==> config.mk <==
export PLATFORM = sky130hd
export DESIGN_NAME = rcd_radio_doorbell
export DESIGN_NICKNAME = d
export VERILOG_FILES = /design/src/design/rcd_pkg.sv /design/src/design/rcd_flag_bank.sv /design/src/design/rcd_irq_router.sv /design/src/design/rcd_radio_doorbell.sv
export SDC_FILE = /design/constraint.sdc
export NUM_CORES = 1
export LEC_CHECK = 0
export BUFFER_PORTS_ARGS = -buffer_cell sky130_fd_sc_hd__buf_2
export CAP_MARGIN = 20
export CELL_PAD_IN_SITES_DETAIL_PLACEMENT = 0
export CELL_PAD_IN_SITES_GLOBAL_PLACEMENT = 1
export CORE_UTILIZATION = 43
export CTS_CLUSTER_DIAMETER = 50
export DETAILED_ROUTE_END_ITERATION = 10
export PLACE_DENSITY_LB_ADDON = 0.25
export SYNTH_ARGS = -nofsm -noshare
export SYNTH_HDL_FRONTEND = slang
export SYNTH_HIERARCHICAL = 1
export SYNTH_SLANG_ARGS = --single-unit
export TNS_END_PERCENT = 1
==> constraint.sdc <==
create_clock -name clk -period 2.4 [get_ports clk]
set_clock_uncertainty 0.15 [all_clocks]
set_input_delay 0 -clock clk [delete_from_list [all_inputs] [get_ports clk]]
set_output_delay 0 -clock clk [all_outputs]
set_load 0.02 [all_outputs]
==> src/design/rcd_pkg.sv <==
package rcd_pkg;

   // ------------------------------------------------------------
   // bus and register map
   // ------------------------------------------------------------
   localparam int unsigned ADDR_W = 12;
   localparam int unsigned DATA_W = 32;

   localparam logic [ADDR_W-1:0] OFS_COMMAND_MAILBOX = 12'h000;
   localparam logic [ADDR_W-1:0] OFS_COMMAND_STATUS = 12'h004;
   localparam logic [ADDR_W-1:0] OFS_ENGINE_IRQ_FLAGS = 12'h008;
   localparam logic [ADDR_W-1:0] OFS_ENGINE_IRQ_ENABLE = 12'h00c;
   localparam logic [ADDR_W-1:0] OFS_ENGINE_LINE_SELECT = 12'h010;
   localparam logic [ADDR_W-1:0] OFS_HW_IRQ_FLAGS = 12'h014;
   localparam logic [ADDR_W-1:0] OFS_HW_IRQ_ENABLE = 12'h018;
   localparam logic [ADDR_W-1:0] OFS_ACK_FLAG_REGISTER = 12'h01c;

   // ------------------------------------------------------------
   // fields and reset values
   // ------------------------------------------------------------
   localparam int unsigned ENGINE_SRC_W = 32;
   localparam int unsigned HW_SRC_W = 32;
   localparam int unsigned ACK_FLAG_BIT = 0;
   localparam logic [DATA_W-1:0] WORD_ZERO = 32'h0000_0000;
   localparam logic [DATA_W-1:0] RST_WORD = 32'h0000_0000;

   // host interrupt numbers of the four lines
   localparam int unsigned IRQ_NUM_ENGINE_A = 9;
   localparam int unsigned IRQ_NUM_ENGINE_B = 2;
   localparam int unsigned IRQ_NUM_HARDWARE = 10;
   localparam int unsigned IRQ_NUM_ACK = 11;

   // ------------------------------------------------------------
   // apb slave phase
   // ------------------------------------------------------------
   typedef enum logic [0:0] {
      RCD_APB_WAIT = 1'b0,
      RCD_APB_DONE = 1'b1
   } rcd_apb_phase_t;

endpackage

==> src/design/rcd_flag_bank.sv <==
`timescale 1ns/1ns
module rcd_flag_bank #(
   parameter int unsigned WIDTH = 32
) (
   input wire logic clk,
   input wire logic rst,
   input wire logic [WIDTH-1:0] set_in,
   input wire logic clr_wr,
   input wire logic [WIDTH-1:0] clr_data,
   output logic [WIDTH-1:0] flags
);
   import rcd_pkg::*;

   typedef struct packed {
      logic [WIDTH-1:0] flags;
   } rcd_flag_state_t;

   rcd_flag_state_t state_reg;
   rcd_flag_state_t state_next;

   // ------------------------------------------------------------
   // sticky flags, write 0 clears, set beats clear
   // ------------------------------------------------------------
   always_comb begin
      state_next = state_reg;
      if (clr_wr) begin
         state_next.flags = state_reg.flags & clr_data;
      end
      state_next.flags = state_next.flags | set_in;
   end

   always_ff @(posedge clk) begin
      if (rst) begin
         state_reg <= '0;
      end else begin
         state_reg <= state_next;
      end
   end

   assign flags = state_reg.flags;
endmodule // rcd_flag_bank

==> src/design/rcd_irq_router.sv <==
`timescale 1ns/1ns
module rcd_irq_router #(
   parameter int unsigned ENG_W = 32,
   parameter int unsigned HW_W = 32
) (
   input wire logic clk,
   input wire logic rst,
   input wire logic [ENG_W-1:0] eng_flags,
   input wire logic [ENG_W-1:0] eng_enable,
   input wire logic [ENG_W-1:0] eng_select,
   input wire logic [HW_W-1:0] hw_flags,
   input wire logic [HW_W-1:0] hw_enable,
   input wire logic ack_flag,
   output logic engine_irq_line_a,
   output logic engine_irq_line_b,
   output logic hardware_irq_line,
   output logic ack_irq_line
);
   import rcd_pkg::*;

   typedef struct packed {
      logic line_a;
      logic line_b;
      logic line_hw;
      logic line_ack;
   } rcd_irq_state_t;

   rcd_irq_state_t state_reg;
   rcd_irq_state_t state_next;
   logic [ENG_W-1:0] eng_active;

   // ------------------------------------------------------------
   // level lines from flag and enable; ack line from its flag alone
   // ------------------------------------------------------------
   assign eng_active = eng_flags & eng_enable;

   always_comb begin
      state_next = state_reg;
      state_next.line_a = |(eng_active & ~eng_select);
      state_next.line_b = |(eng_active & eng_select);
      state_next.line_hw = |(hw_flags & hw_enable);
      state_next.line_ack = ack_flag;
   end

   always_ff @(posedge clk) begin
      if (rst) begin
         state_reg <= '0;
      end else begin
         state_reg <= state_next;
      end
   end

   assign engine_irq_line_a = state_reg.line_a;
   assign engine_irq_line_b = state_reg.line_b;
   assign hardware_irq_line = state_reg.line_hw;
   assign ack_irq_line = state_reg.line_ack;
endmodule // rcd_irq_router

==> src/design/rcd_radio_doorbell.sv <==
// Added by the designer: register access over APB and the address map.
`timescale 1ns/1ns
// Notes on behaviour
// - mailbox takes a write only while it holds zero, else write dropped
// - accepted nonzero write notifies radio side and zeroes command status
// - mailbox reads the written word until radio marks it done, then zero
// - status is read-only, loaded with radio status as mailbox returns to zero
// - completion sets the ack flag; ack line stays high while flag is set
// - four host lines: engine a (9), engine b (2), hardware (10), ack (11)
// - each engine source goes to line a or b by its select bit
// - engine source event sets its sticky flag until software clears it
// - engine line raised while any flag and matching enable are both set
// - engine flag write clears bits written 0, keeps bits written 1
// - hardware event sets its flag; hardware line while flag and enable set
// - hardware flag write clears bits written 0, keeps bits written 1
module rcd_radio_doorbell #(
   parameter int unsigned ENG_W = rcd_pkg::ENGINE_SRC_W,
   parameter int unsigned HW_W = rcd_pkg::HW_SRC_W
) (
   input wire logic clk,
   input wire logic rst,
   input wire logic psel,
   input wire logic penable,
   input wire logic pwrite,
   input wire logic [rcd_pkg::ADDR_W-1:0] paddr,
   input wire logic [rcd_pkg::DATA_W-1:0] pwdata,
   output logic [rcd_pkg::DATA_W-1:0] prdata,
   output logic pready,
   output logic pslverr,
   output logic cmd_notify,
   output logic cmd_pending,
   output logic [rcd_pkg::DATA_W-1:0] cmd_word,
   input wire logic cmd_done,
   input wire logic [rcd_pkg::DATA_W-1:0] cmd_done_status,
   input wire logic [ENG_W-1:0] engine_event,
   input wire logic [HW_W-1:0] hw_event,
   output logic engine_irq_line_a,
   output logic engine_irq_line_b,
   output logic hardware_irq_line,
   output logic ack_irq_line
);
   import rcd_pkg::*;

   // ------------------------------------------------------------
   // state
   // ------------------------------------------------------------
   typedef struct packed {
      rcd_apb_phase_t phase;
      logic [DATA_W-1:0] prdata;
      logic pslverr;
      logic [DATA_W-1:0] command_mailbox;
      logic [DATA_W-1:0] command_status;
      logic [ENG_W-1:0] engine_irq_enable;
      logic [ENG_W-1:0] engine_line_select;
      logic [HW_W-1:0] hw_irq_enable;
      logic cmd_notify;
      logic cmd_pending;
   } rcd_db_state_t;

   rcd_db_state_t state_reg;
   rcd_db_state_t state_next;

   logic [ENG_W-1:0] engine_irq_flags;
   logic [HW_W-1:0] hw_irq_flags;
   logic [0:0] ack_flag_register;

   logic access;
   logic commit;
   logic wr_commit;
   logic mapped;
   logic [DATA_W-1:0] rd_word;
   logic wr_engine_flags;
   logic wr_hw_flags;
   logic wr_ack_flag;
   logic cmd_complete;
   logic [0:0] ack_set;

   // ------------------------------------------------------------
   // apb handshake: one wait cycle, data and pready from flops
   // ------------------------------------------------------------
   assign access = psel && penable;
   assign commit = access && (state_reg.phase == RCD_APB_DONE);
   assign wr_commit = commit && pwrite;

   // ------------------------------------------------------------
   // address decode and read mux
   // ------------------------------------------------------------
   always_comb begin
      mapped = 1'b1;
      rd_word = WORD_ZERO;
      if (paddr == OFS_COMMAND_MAILBOX) begin
         rd_word = state_reg.command_mailbox;
      end else if (paddr == OFS_COMMAND_STATUS) begin
         rd_word = state_reg.command_status;
      end else if (paddr == OFS_ENGINE_IRQ_FLAGS) begin
         rd_word[ENG_W-1:0] = engine_irq_flags;
      end else if (paddr == OFS_ENGINE_IRQ_ENABLE) begin
         rd_word[ENG_W-1:0] = state_reg.engine_irq_enable;
      end else if (paddr == OFS_ENGINE_LINE_SELECT) begin
         rd_word[ENG_W-1:0] = state_reg.engine_line_select;
      end else if (paddr == OFS_HW_IRQ_FLAGS) begin
         rd_word[HW_W-1:0] = hw_irq_flags;
      end else if (paddr == OFS_HW_IRQ_ENABLE) begin
         rd_word[HW_W-1:0] = state_reg.hw_irq_enable;
      end else if (paddr == OFS_ACK_FLAG_REGISTER) begin
         rd_word[ACK_FLAG_BIT] = ack_flag_register[0];
      end else begin
         mapped = 1'b0;
      end
   end

   // ------------------------------------------------------------
   // flag clear strobes
   // ------------------------------------------------------------
   assign wr_engine_flags = wr_commit && (paddr == OFS_ENGINE_IRQ_FLAGS);
   assign wr_hw_flags = wr_commit && (paddr == OFS_HW_IRQ_FLAGS);
   assign wr_ack_flag = wr_commit && (paddr == OFS_ACK_FLAG_REGISTER);

   // radio completion only counts while a command is held
   assign cmd_complete = cmd_done && (state_reg.command_mailbox != WORD_ZERO);
   assign ack_set = cmd_complete ? 1'b1 : 1'b0;

   // ------------------------------------------------------------
   // next state
   // ------------------------------------------------------------
   always_comb begin
      state_next = state_reg;
      state_next.cmd_notify = 1'b0;

      case (state_reg.phase)
         RCD_APB_WAIT: begin
            if (access) begin
               state_next.phase = RCD_APB_DONE;
               state_next.prdata = pwrite ? WORD_ZERO : rd_word;
               state_next.pslverr = ~mapped;
            end
         end
         RCD_APB_DONE: begin
            state_next.phase = RCD_APB_WAIT;
            state_next.prdata = WORD_ZERO;
            state_next.pslverr = 1'b0;
         end
         default: begin
            state_next.phase = RCD_APB_WAIT;
         end
      endcase

      if (wr_commit) begin
         if (paddr == OFS_COMMAND_MAILBOX) begin
            if ((state_reg.command_mailbox == WORD_ZERO) && (pwdata != WORD_ZERO)) begin
               state_next.command_mailbox = pwdata;
               state_next.command_status = WORD_ZERO;
               state_next.cmd_notify = 1'b1;
            end
         end else if (paddr == OFS_ENGINE_IRQ_ENABLE) begin
            state_next.engine_irq_enable = pwdata[ENG_W-1:0];
         end else if (paddr == OFS_ENGINE_LINE_SELECT) begin
            state_next.engine_line_select = pwdata[ENG_W-1:0];
         end else if (paddr == OFS_HW_IRQ_ENABLE) begin
            state_next.hw_irq_enable = pwdata[HW_W-1:0];
         end
      end

      // mailbox is nonzero here, so a same-cycle write was dropped above
      if (cmd_complete) begin
         state_next.command_mailbox = WORD_ZERO;
         state_next.command_status = cmd_done_status;
      end

      // pending level registered so the radio side sees it straight from a flop
      state_next.cmd_pending = (state_next.command_mailbox != WORD_ZERO);
   end

   // ------------------------------------------------------------
   // registers
   // ------------------------------------------------------------
   always_ff @(posedge clk) begin
      if (rst) begin
         state_reg <= '0;
         state_reg.phase <= RCD_APB_WAIT;
         state_reg.command_mailbox <= RST_WORD;
         state_reg.command_status <= RST_WORD;
      end else begin
         state_reg <= state_next;
      end
   end

   // ------------------------------------------------------------
   // sticky flag banks
   // ------------------------------------------------------------
   rcd_flag_bank #(
      .WIDTH(ENG_W)
   ) u_engine_flags (
      .clk(clk),
      .rst(rst),
      .set_in(engine_event),
      .clr_wr(wr_engine_flags),
      .clr_data(pwdata[ENG_W-1:0]),
      .flags(engine_irq_flags)
   );

   rcd_flag_bank #(
      .WIDTH(HW_W)
   ) u_hw_flags (
      .clk(clk),
      .rst(rst),
      .set_in(hw_event),
      .clr_wr(wr_hw_flags),
      .clr_data(pwdata[HW_W-1:0]),
      .flags(hw_irq_flags)
   );

   rcd_flag_bank #(
      .WIDTH(1)
   ) u_ack_flag (
      .clk(clk),
      .rst(rst),
      .set_in(ack_set),
      .clr_wr(wr_ack_flag),
      .clr_data(pwdata[ACK_FLAG_BIT]),
      .flags(ack_flag_register)
   );

   // ------------------------------------------------------------
   // host interrupt lines
   // ------------------------------------------------------------
   rcd_irq_router #(
      .ENG_W(ENG_W),
      .HW_W(HW_W)
   ) u_irq_router (
      .clk(clk),
      .rst(rst),
      .eng_flags(engine_irq_flags),
      .eng_enable(state_reg.engine_irq_enable),
      .eng_select(state_reg.engine_line_select),
      .hw_flags(hw_irq_flags),
      .hw_enable(state_reg.hw_irq_enable),
      .ack_flag(ack_flag_register[0]),
      .engine_irq_line_a(engine_irq_line_a),
      .engine_irq_line_b(engine_irq_line_b),
      .hardware_irq_line(hardware_irq_line),
      .ack_irq_line(ack_irq_line)
   );

   // ------------------------------------------------------------
   // outputs
   // ------------------------------------------------------------
   assign prdata = state_reg.prdata;
   assign pready = (state_reg.phase == RCD_APB_DONE);
   assign pslverr = state_reg.pslverr;
   assign cmd_notify = state_reg.cmd_notify;
   assign cmd_word = state_reg.command_mailbox;
   assign cmd_pending = state_reg.cmd_pending;

endmodule // rcd_radio_doorbell

* Yosys cells after proc, flatten, opt, wreduce, memory -nomap -nowiden *
Cells that the tools add are included.

cells by class
  reductions and logical operators = 24
  mux-type cells = 36
  eq/ne operators = 8
  bitwise logic cells = 17

operator list
  kind                                                              number
  32-bit 2-to-1 mux                                                 13
  64-bit 2-to-1 mux                                                 4
  32-bit bitwise AND                                                6
  161-bit 2-to-1 mux                                                1
  96-bit 2-to-1 mux                                                 1
  32-bit nonzero test                                               3
  32-bit OR reduction                                               3
  34-bit case mux with 2 select lines                               1
  32-bit bitwise OR                                                 2
  12-bit by 5-bit == test with 1-bit output, second input constant  4
  34-bit 2-to-1 mux                                                 1
  32-bit logical NOT                                                1
  32-bit NOT                                                        1
  31-bit 2-to-1 mux                                                 1
  12-bit by 4-bit == test with 1-bit output, second input constant  2
  1-bit 2-to-1 mux                                                  14
  12-bit by 3-bit == test with 1-bit output, second input constant  1
  12-bit logical NOT                                                1
  1-bit logical AND                                                 8
  1-bit NOT                                                         6
  3-bit AND reduction                                               2
  2-bit nonzero test                                                3
  5-bit AND reduction                                               1
  4-bit AND reduction                                               1
  other kinds (4)                                                   4

storage, ports and cells
  bits of input ports = 146
  output and inout port bits = 72
  bits in registers = 265
  logic and storage cells = 102

* Depth between registers and ports, before layout *
Gate-level depths: netlist (run 1).

  word-level depth = 12
  depth in mapped cells = 8
  gate-level depth less buffers = 6

* Hierarchy *
The synthesis (run 1) kept the hierarchy.

modules (own cells, without submodules)
  module                              seq. area each (um2)  instances  cells an instance  area an instance (um2)
  rcd_radio_doorbell                  3923.8                1          1112               9541.7
  rcd_flag_bank (u_engine_flags ...)  640.6                 2          134                1498.9
  rcd_irq_router                      80.1                  1          121                740.7
  rcd_flag_bank (u_ack_flag)          20.0                  1          4                  40.0

* Worst setup path before layout (run 1) *
OpenSTA, ideal clock, no wires.

  kind = reg-to-reg
  from = register state_reg, in the netlist pready
  to = register u_hw_flags.state_reg, in the netlist u_hw_flags/flags[19]
  setup time = 124 ps
  period minus slack after synthesis = 2178 ps
  cell stages (with the launch flop) = 8
  path buffers = 3
  data required time = 2126 ps
  slack = 222 ps
  data arrival time = 1904 ps
  cell sequence = dfxtp_1 and4_1 clkbuf_1 clkbuf_1 and3_1 buf_6 nor3b_2 nor3_2

between the ends
  cells in the longest elaborated chain, start to end = 5

RTL lines
  what                      line                       RTL
  start: declaration        rcd_radio_doorbell.sv:60   rcd_db_state_t state_reg;
  start signal: assignment  rcd_radio_doorbell.sv:184  state_reg <= state_next;
  1-bit logical AND         rcd_radio_doorbell.sv:82   assign commit = access && (state_reg.phase == RCD_APB_DONE);
  1-bit logical AND         rcd_radio_doorbell.sv:83   assign wr_commit = commit && pwrite;
  1-bit logical AND         rcd_radio_doorbell.sv:116  assign wr_hw_flags = wr_commit && (paddr == OFS_HW_IRQ_FLAGS);
  net wr_hw_flags           rcd_radio_doorbell.sv:73   logic wr_hw_flags;
  32-bit 2-to-1 mux         rcd_flag_bank.sv:26        if (clr_wr) begin
  32-bit bitwise OR         rcd_flag_bank.sv:29        state_next.flags = state_next.flags | set_in;
  end signal: assignment    rcd_flag_bank.sv:36        state_reg <= state_next;
  end: declaration          rcd_flag_bank.sv:18        rcd_flag_state_t state_reg;

The timed path passes the listed nets, and every way through them passes these cells.
A chain may end at the register's enable or synchronous reset.

* Final worst setup path (run 1) *
  from = input paddr[0] in the netlist's numbering
  to = register u_engine_flags.state_reg, in the netlist u_engine_flags/flags[30]

between the ends
  cells in the longest elaborated chain, start to end = 4

RTL lines
  what                                       line                       RTL
  start: declaration                         rcd_radio_doorbell.sv:25   input wire logic [rcd_pkg::ADDR_W-1:0] paddr,
  12-bit by 4-bit == test with 1-bit output  rcd_radio_doorbell.sv:115  assign wr_engine_flags = wr_commit && (paddr == OFS_ENGINE_IRQ_FLAGS);
  1-bit logical AND                          rcd_radio_doorbell.sv:115
  net wr_engine_flags                        rcd_radio_doorbell.sv:72   logic wr_engine_flags;
  32-bit 2-to-1 mux                          rcd_flag_bank.sv:26
  32-bit bitwise OR                          rcd_flag_bank.sv:29
  end signal: assignment                     rcd_flag_bank.sv:36
  end: declaration                           rcd_flag_bank.sv:18

The timed path passes the listed nets, and every way through them passes these cells.

==> key figures, run 1 <==
Clock tree
  – Sink Count: 265
  – Clock buffer count from CTS: 35
  – Clock Latency Late Sink: 520 ps
  – H-tree depth: 2
  – CTS clk-pin slew, worst paths: 50 ps
  – TritonCTS clock tree: built
  – Clock Root Buffer: clkbuf_16
  – CTS Buffer Depth: 3

Routing
  – DR pass1 iterations: 6
  – DRT antenna net count: 0
  – WL/cell: 24.6 microns
  – Vias post-DR: 13.5k
  – Initial DRC Count: 1555
  – Via/cell ratio: 6.08
  – DRC: 0
  – Final WL: 54800 microns

Synth
  – Seq/Total Area, Yosys: 39.8%
  – Post-Syn Area per Cell: 8.85 sq um
  – Number of synthesis warnings: 6
  – Synth area leaders: dfxtp_1, nor2_1, nor3b_2
  – Yosys cell types: 51
  – Syn nets: 1651
  – Dominant cell type by area after synthesis: dfxtp_1
  – Post-synth EDFFs: 0
  – Ys flop type: dfxtp_1
  – Cell count after synthesis: 1505
  – Seq cells post-synth: 265
  – Synthesized area: 13300 sq um
  – FFs w/ async S/R, synth: 0%
  – Synth top area share: 39.8%

Pwr
  – Clock network power share: 49.8%
  – Sw Share: 25.0%
  – Overall power: 10.9 mW
  – Leakage power: 6.52 nW
  – Switching pwr: 2.72 mW
  – Internal Power: 8.15 mW
  – Logic gate share of total power: 8.0%
  – Peak VDD IR: 0.500 mV
  – Sequential power share: 42.2%
  – PwrDens: 628 nW/um^2

Place
  – Port Buf Inserts: 217
  – Place WS: 45.2 ps
  – Placed cell area: 14600 sq um
  – Post-DP HPWL: 36900 microns
  – Final estimated routing congestion in global placement: 0.910

Layout
  – Flip-flop count of the largest register after layout: 128
  – Most frequent cells in the layout: dfxtp_1, buf_2, nor2_1
  – Post-route cell area: 17300 sq um
  – Register Area: 5310 sq um
  – Finished Core Util: 56.7%
  – Fill cells: 2762
  – Share of post-route cells with drive strength above 1: 27.5%
  – NumNets Final: 1948
  – Area grow syn2layout: 29.9%
  – Most common cell after layout, fill and taps aside: dfxtp_1
  – Area of the multi-input gates: 7020 sq um
  – N_diodes: 0

STA
  – Fin Setup TNS: 0 ps
  – Final hold viol count: 0
  – # setup viols final: 0
  – Unrepaired setup endpoints after global routing: true
  – Max frequency: 425 MHz
  – Period utilization: 98.0%
  – Final setup margin: 48.0 ps
  – Least-Margin Pin Slew: 757 ps
  – Fin crit period: 2350 ps
  – Slew Viols, Final: 0
  – Max-Slew Margin vs Limit: 49.6%

Critical path
  – Critical-path maximum fanout: 50
  – Crit. End Element: register
  – Req. time, crit path: 2650 ps
  – Crit Path Class: in2reg
  – Crit start category: input port
  – Critical Path AT: 2600 ps

Status
  – Status: completed

Job
  – Max cap viols: 0

Global route
  – Overall routing resource usage: 34.2%
  – Vias in the first global route: 12.7k
  – First-pass GRT wire length: 80500 microns
  – Largest net degree at the start of global routing: 101
  – Initial antenna violation count: 0
  – Total gr overflow: 0

Floorplan
  – Io pins: 218
  – Die Wd: 178 microns
  – Die H: 178 microns
  – Initial Util: 43.7%
  – Die area: 31700 sq um
  – Total core area: 30500 sq um
  – Row cnt: 64

Hold path
  – Hold Path Class: in2reg
-- path summary, 6_finish.rpt --
| kind | start | endpoint | slack [ps] | depth (start not counted) |
|---|---|---|---|---|
| min | paddr[1] | prdata[0]$_SDFFE_PP0P_ | 40 | 4 |
| max reg2reg | pready$_SDFF_PP0_ | u_engine_flags/flags[30]$_SDFF_PP0_ | 80 | 5 |
| min reg2reg | pslverr$_SDFFE_PP0P_ | pslverr$_SDFFE_PP0P_ | 320 | 2 |
| max | paddr[0] | u_engine_flags/flags[30]$_SDFF_PP0_ | 50 | 8 |
-- synth_stat cells (31+ instances only) --
library cell and instances:
a22o_1 31, nand3_1 37, dfxtp_1 265, a32o_1 32, buf_2 32, a41oi_1 33, nor2_1 195, nand2_1 188
o21ai_0 59, a22oi_1 55, mux2i_1 37, buf_4 67, a221oi_1 39, o221ai_1 31, clkbuf_1 68, nor3_2 58
nor3b_2 58, a21oi_1 73
-- critical path, cell delays in order --
cell,delay (ps)
dlygate4sd3_1,540
buf_2,190
nor4b_4,330
buf_12,310
and3_1,220
buf_4,290
a211oi_1,110
dlygate4sd3_1,590
-- per-stage QoR --
stage / instances / hold slack, ps
after CTS: 2222 / 25.3
after global routing: 2225 / 70.2
after detailed placement: 2012 / 62.4
after floorplan: 1505 / -85.4
final: 2225 / 40.0
after global placement: 2012 / 58.4
-- metal layers --
metal | GRT usage (%) | up-vias | share of wire, %
met5 | 0 | - | 0
met4 | 18.5 | 0 | 5.5
met3 | 5.07 | 133 | 8.4
met2 | 53.7 | 740 | 45
met1 | 45.1 | 6515 | 41
li1 | - | 6130 | -
-- what timing repair did --
item / CTS / global route
gates resized for setup: 0 / 2
hold buffers: 146 / 0
endpoints found under the hold margin: 262 / 0
setup buffers: 0 / 3
setup endpoints to repair: 0 / 34
-- area by class of cell --
cell class	count	area share (%)
clock buffer	46	5.53
clock inverter	18	1.34
inverter	2	0.0434
multi-input combinational	1058	40.6
sequential	265	30.7
tap	396	2.86
timing repair buffer	440	19.0
-- power by group through the flow --
stage	Clock (mW)	Sequential [mW]	Combinational, mW
CTS	5.43	4.59	0.850
detailed placement	0	4.68	0.670
finish	5.41	4.59	0.866
global placement	0	4.68	0.663
floorplan	0	4.63	0.271
global route	5.65	4.59	0.917
-- logic make-up after synthesis --
kind of cell / after synthesis / share of synthesized area (%)
buffers and inverters: 182 / 7.82
and+or+nand+nor: 624 / 26.9
DFF: 265 / 39.8
muxes: 38 / 2.86
AOI/OAI and AO/OA: 396 / 22.6
Power figures use the tool's default switching activity.
==> inputs of run 2 (changes only) <==
Settings changed: GPL_TIMING_DRIVEN set to 0.
==> key figures, run 2 (synthesis gave the netlist of run 1 again) <==
STA
  – Unrepaired setup endpoints after global routing: true
  – Final setup margin: -55.0 ps
  – Fin Hold WS: 55.8 ps
  – Least-Margin Pin Slew: 1100 ps
  – Period utilization: 102%
  – Max frequency: 407 MHz
  – Final hold viol count: 0
  – Max-Slew Margin vs Limit: 26.9%
  – # setup viols final: 15
  – Fin crit period: 2450 ps
  – Slew Viols, Final: 0

Layout
  – Area grow syn2layout: 32.9%
  – Fill cells: 2804
  – Most frequent cells in the layout: dfxtp_1, buf_2, nor2_1
  – Most common cell after layout, fill and taps aside: dfxtp_1
  – NumNets Final: 2055
  – Post-Layout Cell Count: 2330
  – Flip-flop count of the largest register after layout: 128
  – Post-route cell area: 17700 sq um
  – Share of post-route cells with drive strength above 1: 28.8%

Hold path
  – Hold path start: paddr[5]
  – WHS Path Cells: 6
  – Worst hold endpoint: prdata[20]$_SDFFE_PP0P_
  – Hold Path Class: in2reg

Clock tree
  – CTS Buffer Depth: 3
  – TritonCTS clock tree: built
  – Clock Latency Late Sink: 520 ps
  – Clock buffer count from CTS: 34
  – Sink Count: 265
  – CTS clk-pin slew, worst paths: 60 ps
  – H-tree depth: 2
  – Clock Root Buffer: clkbuf_16

Place
  – Final estimated routing congestion in global placement: 0.975
  – Placed cell area: 14900 sq um
  – Post-DP HPWL: 42700 microns
  – Port Buf Inserts: 217
  – Placed Cells: 2119
  – Place WS: -784 ps

Critical path
  – Crit start category: input port
  – Crit. End Element: register
  – R2R depth: 8
  – Critical Path AT: 2680 ps
  – Critical-path maximum fanout: 15
  – Crit Path Class: in2reg
  – RR Endpoint: state_reg[108]$_SDFFE_PP0P_
  – Req. time, crit path: 2620 ps
  – Critical Path Start: rst
  – R2r startpoint: cmd_word[0]$_SDFF_PP0_
  – R2R Setup Slk: -10 ps

Routing
  – DRT antenna net count: 0
  – Metal2 WL: 25900 microns
  – DRC: 0
  – Final WL: 59000 microns
  – Metal3 WL: 5510 microns
  – DR pass1 iterations: 7
  – Via/cell ratio: 6.08
  – WL/cell: 25.3 microns
  – Initial DRC Count: 1426
  – Vias post-DR: 14.2k
  – Wl on met1: 24200 microns
  – Max Used Layer: met4

Floorplan
  – Die Wd: 178 microns
  – Io pins: 218
  – Die H: 178 microns
  – Row cnt: 64
  – Initial Util: 43.7%
  – Total core area: 30500 sq um
  – Die area: 31700 sq um

Pwr
  – Overall power: 11.0 mW
  – Peak VDD IR: 0.358 mV
  – PwrDens: 622 nW/um^2
  – Leakage power: 6.83 nW

Global route
  – Overall routing resource usage: 37.0%
  – Vias in the first global route: 13.4k
  – Total gr overflow: 0
  – Largest net degree at the start of global routing: 16
  – First-pass GRT wire length: 85700 microns
  – Initial antenna violation count: 1

Job
  – Max cap viols: 0

Status
  – Status: complete, but fails checks
  – Failing checks: setup timing
## run 2: through the flow
stage          utilization, %  TNS, ps
2_1_floorplan               -        0
3_3_place_gp             48.8   -95680
3_5_place_dp             48.9  -100210
4_1_cts                  58.0        0
5_1_grt                  58.0    -4140
6_report                 58.0     -476
## run 2: how the worst max path moves through the flow
stage	slack, ps	endpoint
floorplan	220	u_hw_flags/flags[19]$_SDFF_PP0_
global placement	-760	state_reg[126]$_SDFFE_PP0P_
detailed placement	-780	u_engine_flags/flags[25]$_SDFF_PP0_
CTS	10	state_reg[106]$_SDFFE_PP0P_
global route	-110	pready$_SDFF_PP0_
finish	-50	state_reg[47]$_SDFFE_PP0P_
## run 2: cell type report
class,count,area [sq um],area share [%]
Antenna cell,1,2.50,0.0141
Multi-Input combinational cell,1058,7040,39.8
Clock buffer,45,976,5.51
Timing Repair Buffer,368,2580,14.6
Clock inverter,15,234,1.32
Buffer,180,1070,6.03
Inverter,2,7.51,0.0424
Sequential cell,265,5310,30.0
Tap cell,396,495,2.80
## run 2: where the power goes
group / switching [mW] / total (mW) / internal (mW)
logic: 0.515 / 0.870 / 0.355
clock network: 2.04 / 5.55 / 3.51
registers: 0.119 / 4.60 / 4.48
## run 2: worst max-delay path, cell delays in order
cell           delay (ps)
dlygate4sd3_1         520
buf_2                 420
clkbuf_1              470
clkbuf_1              580
clkbuf_1              570
nor2_1                100
## run 2: routing by layer
metal | vias up | global-route usage [%]
li1 | 6354 | -
met1 | 6795 | 48.9
met2 | 830 | 57.3
met3 | 193 | 6.37
met4 | 0 | 19.9
met5 | - | 0
## run 2: repair_timing
action | CTS | global route
gates resized for setup | 25 | 20
hold buffers | 143 | 0
endpoints found under the setup margin | 202 | 165
buffers inserted | 7 | 0
pin swaps | 4 | 0
endpoints found under the hold margin | 239 | 0
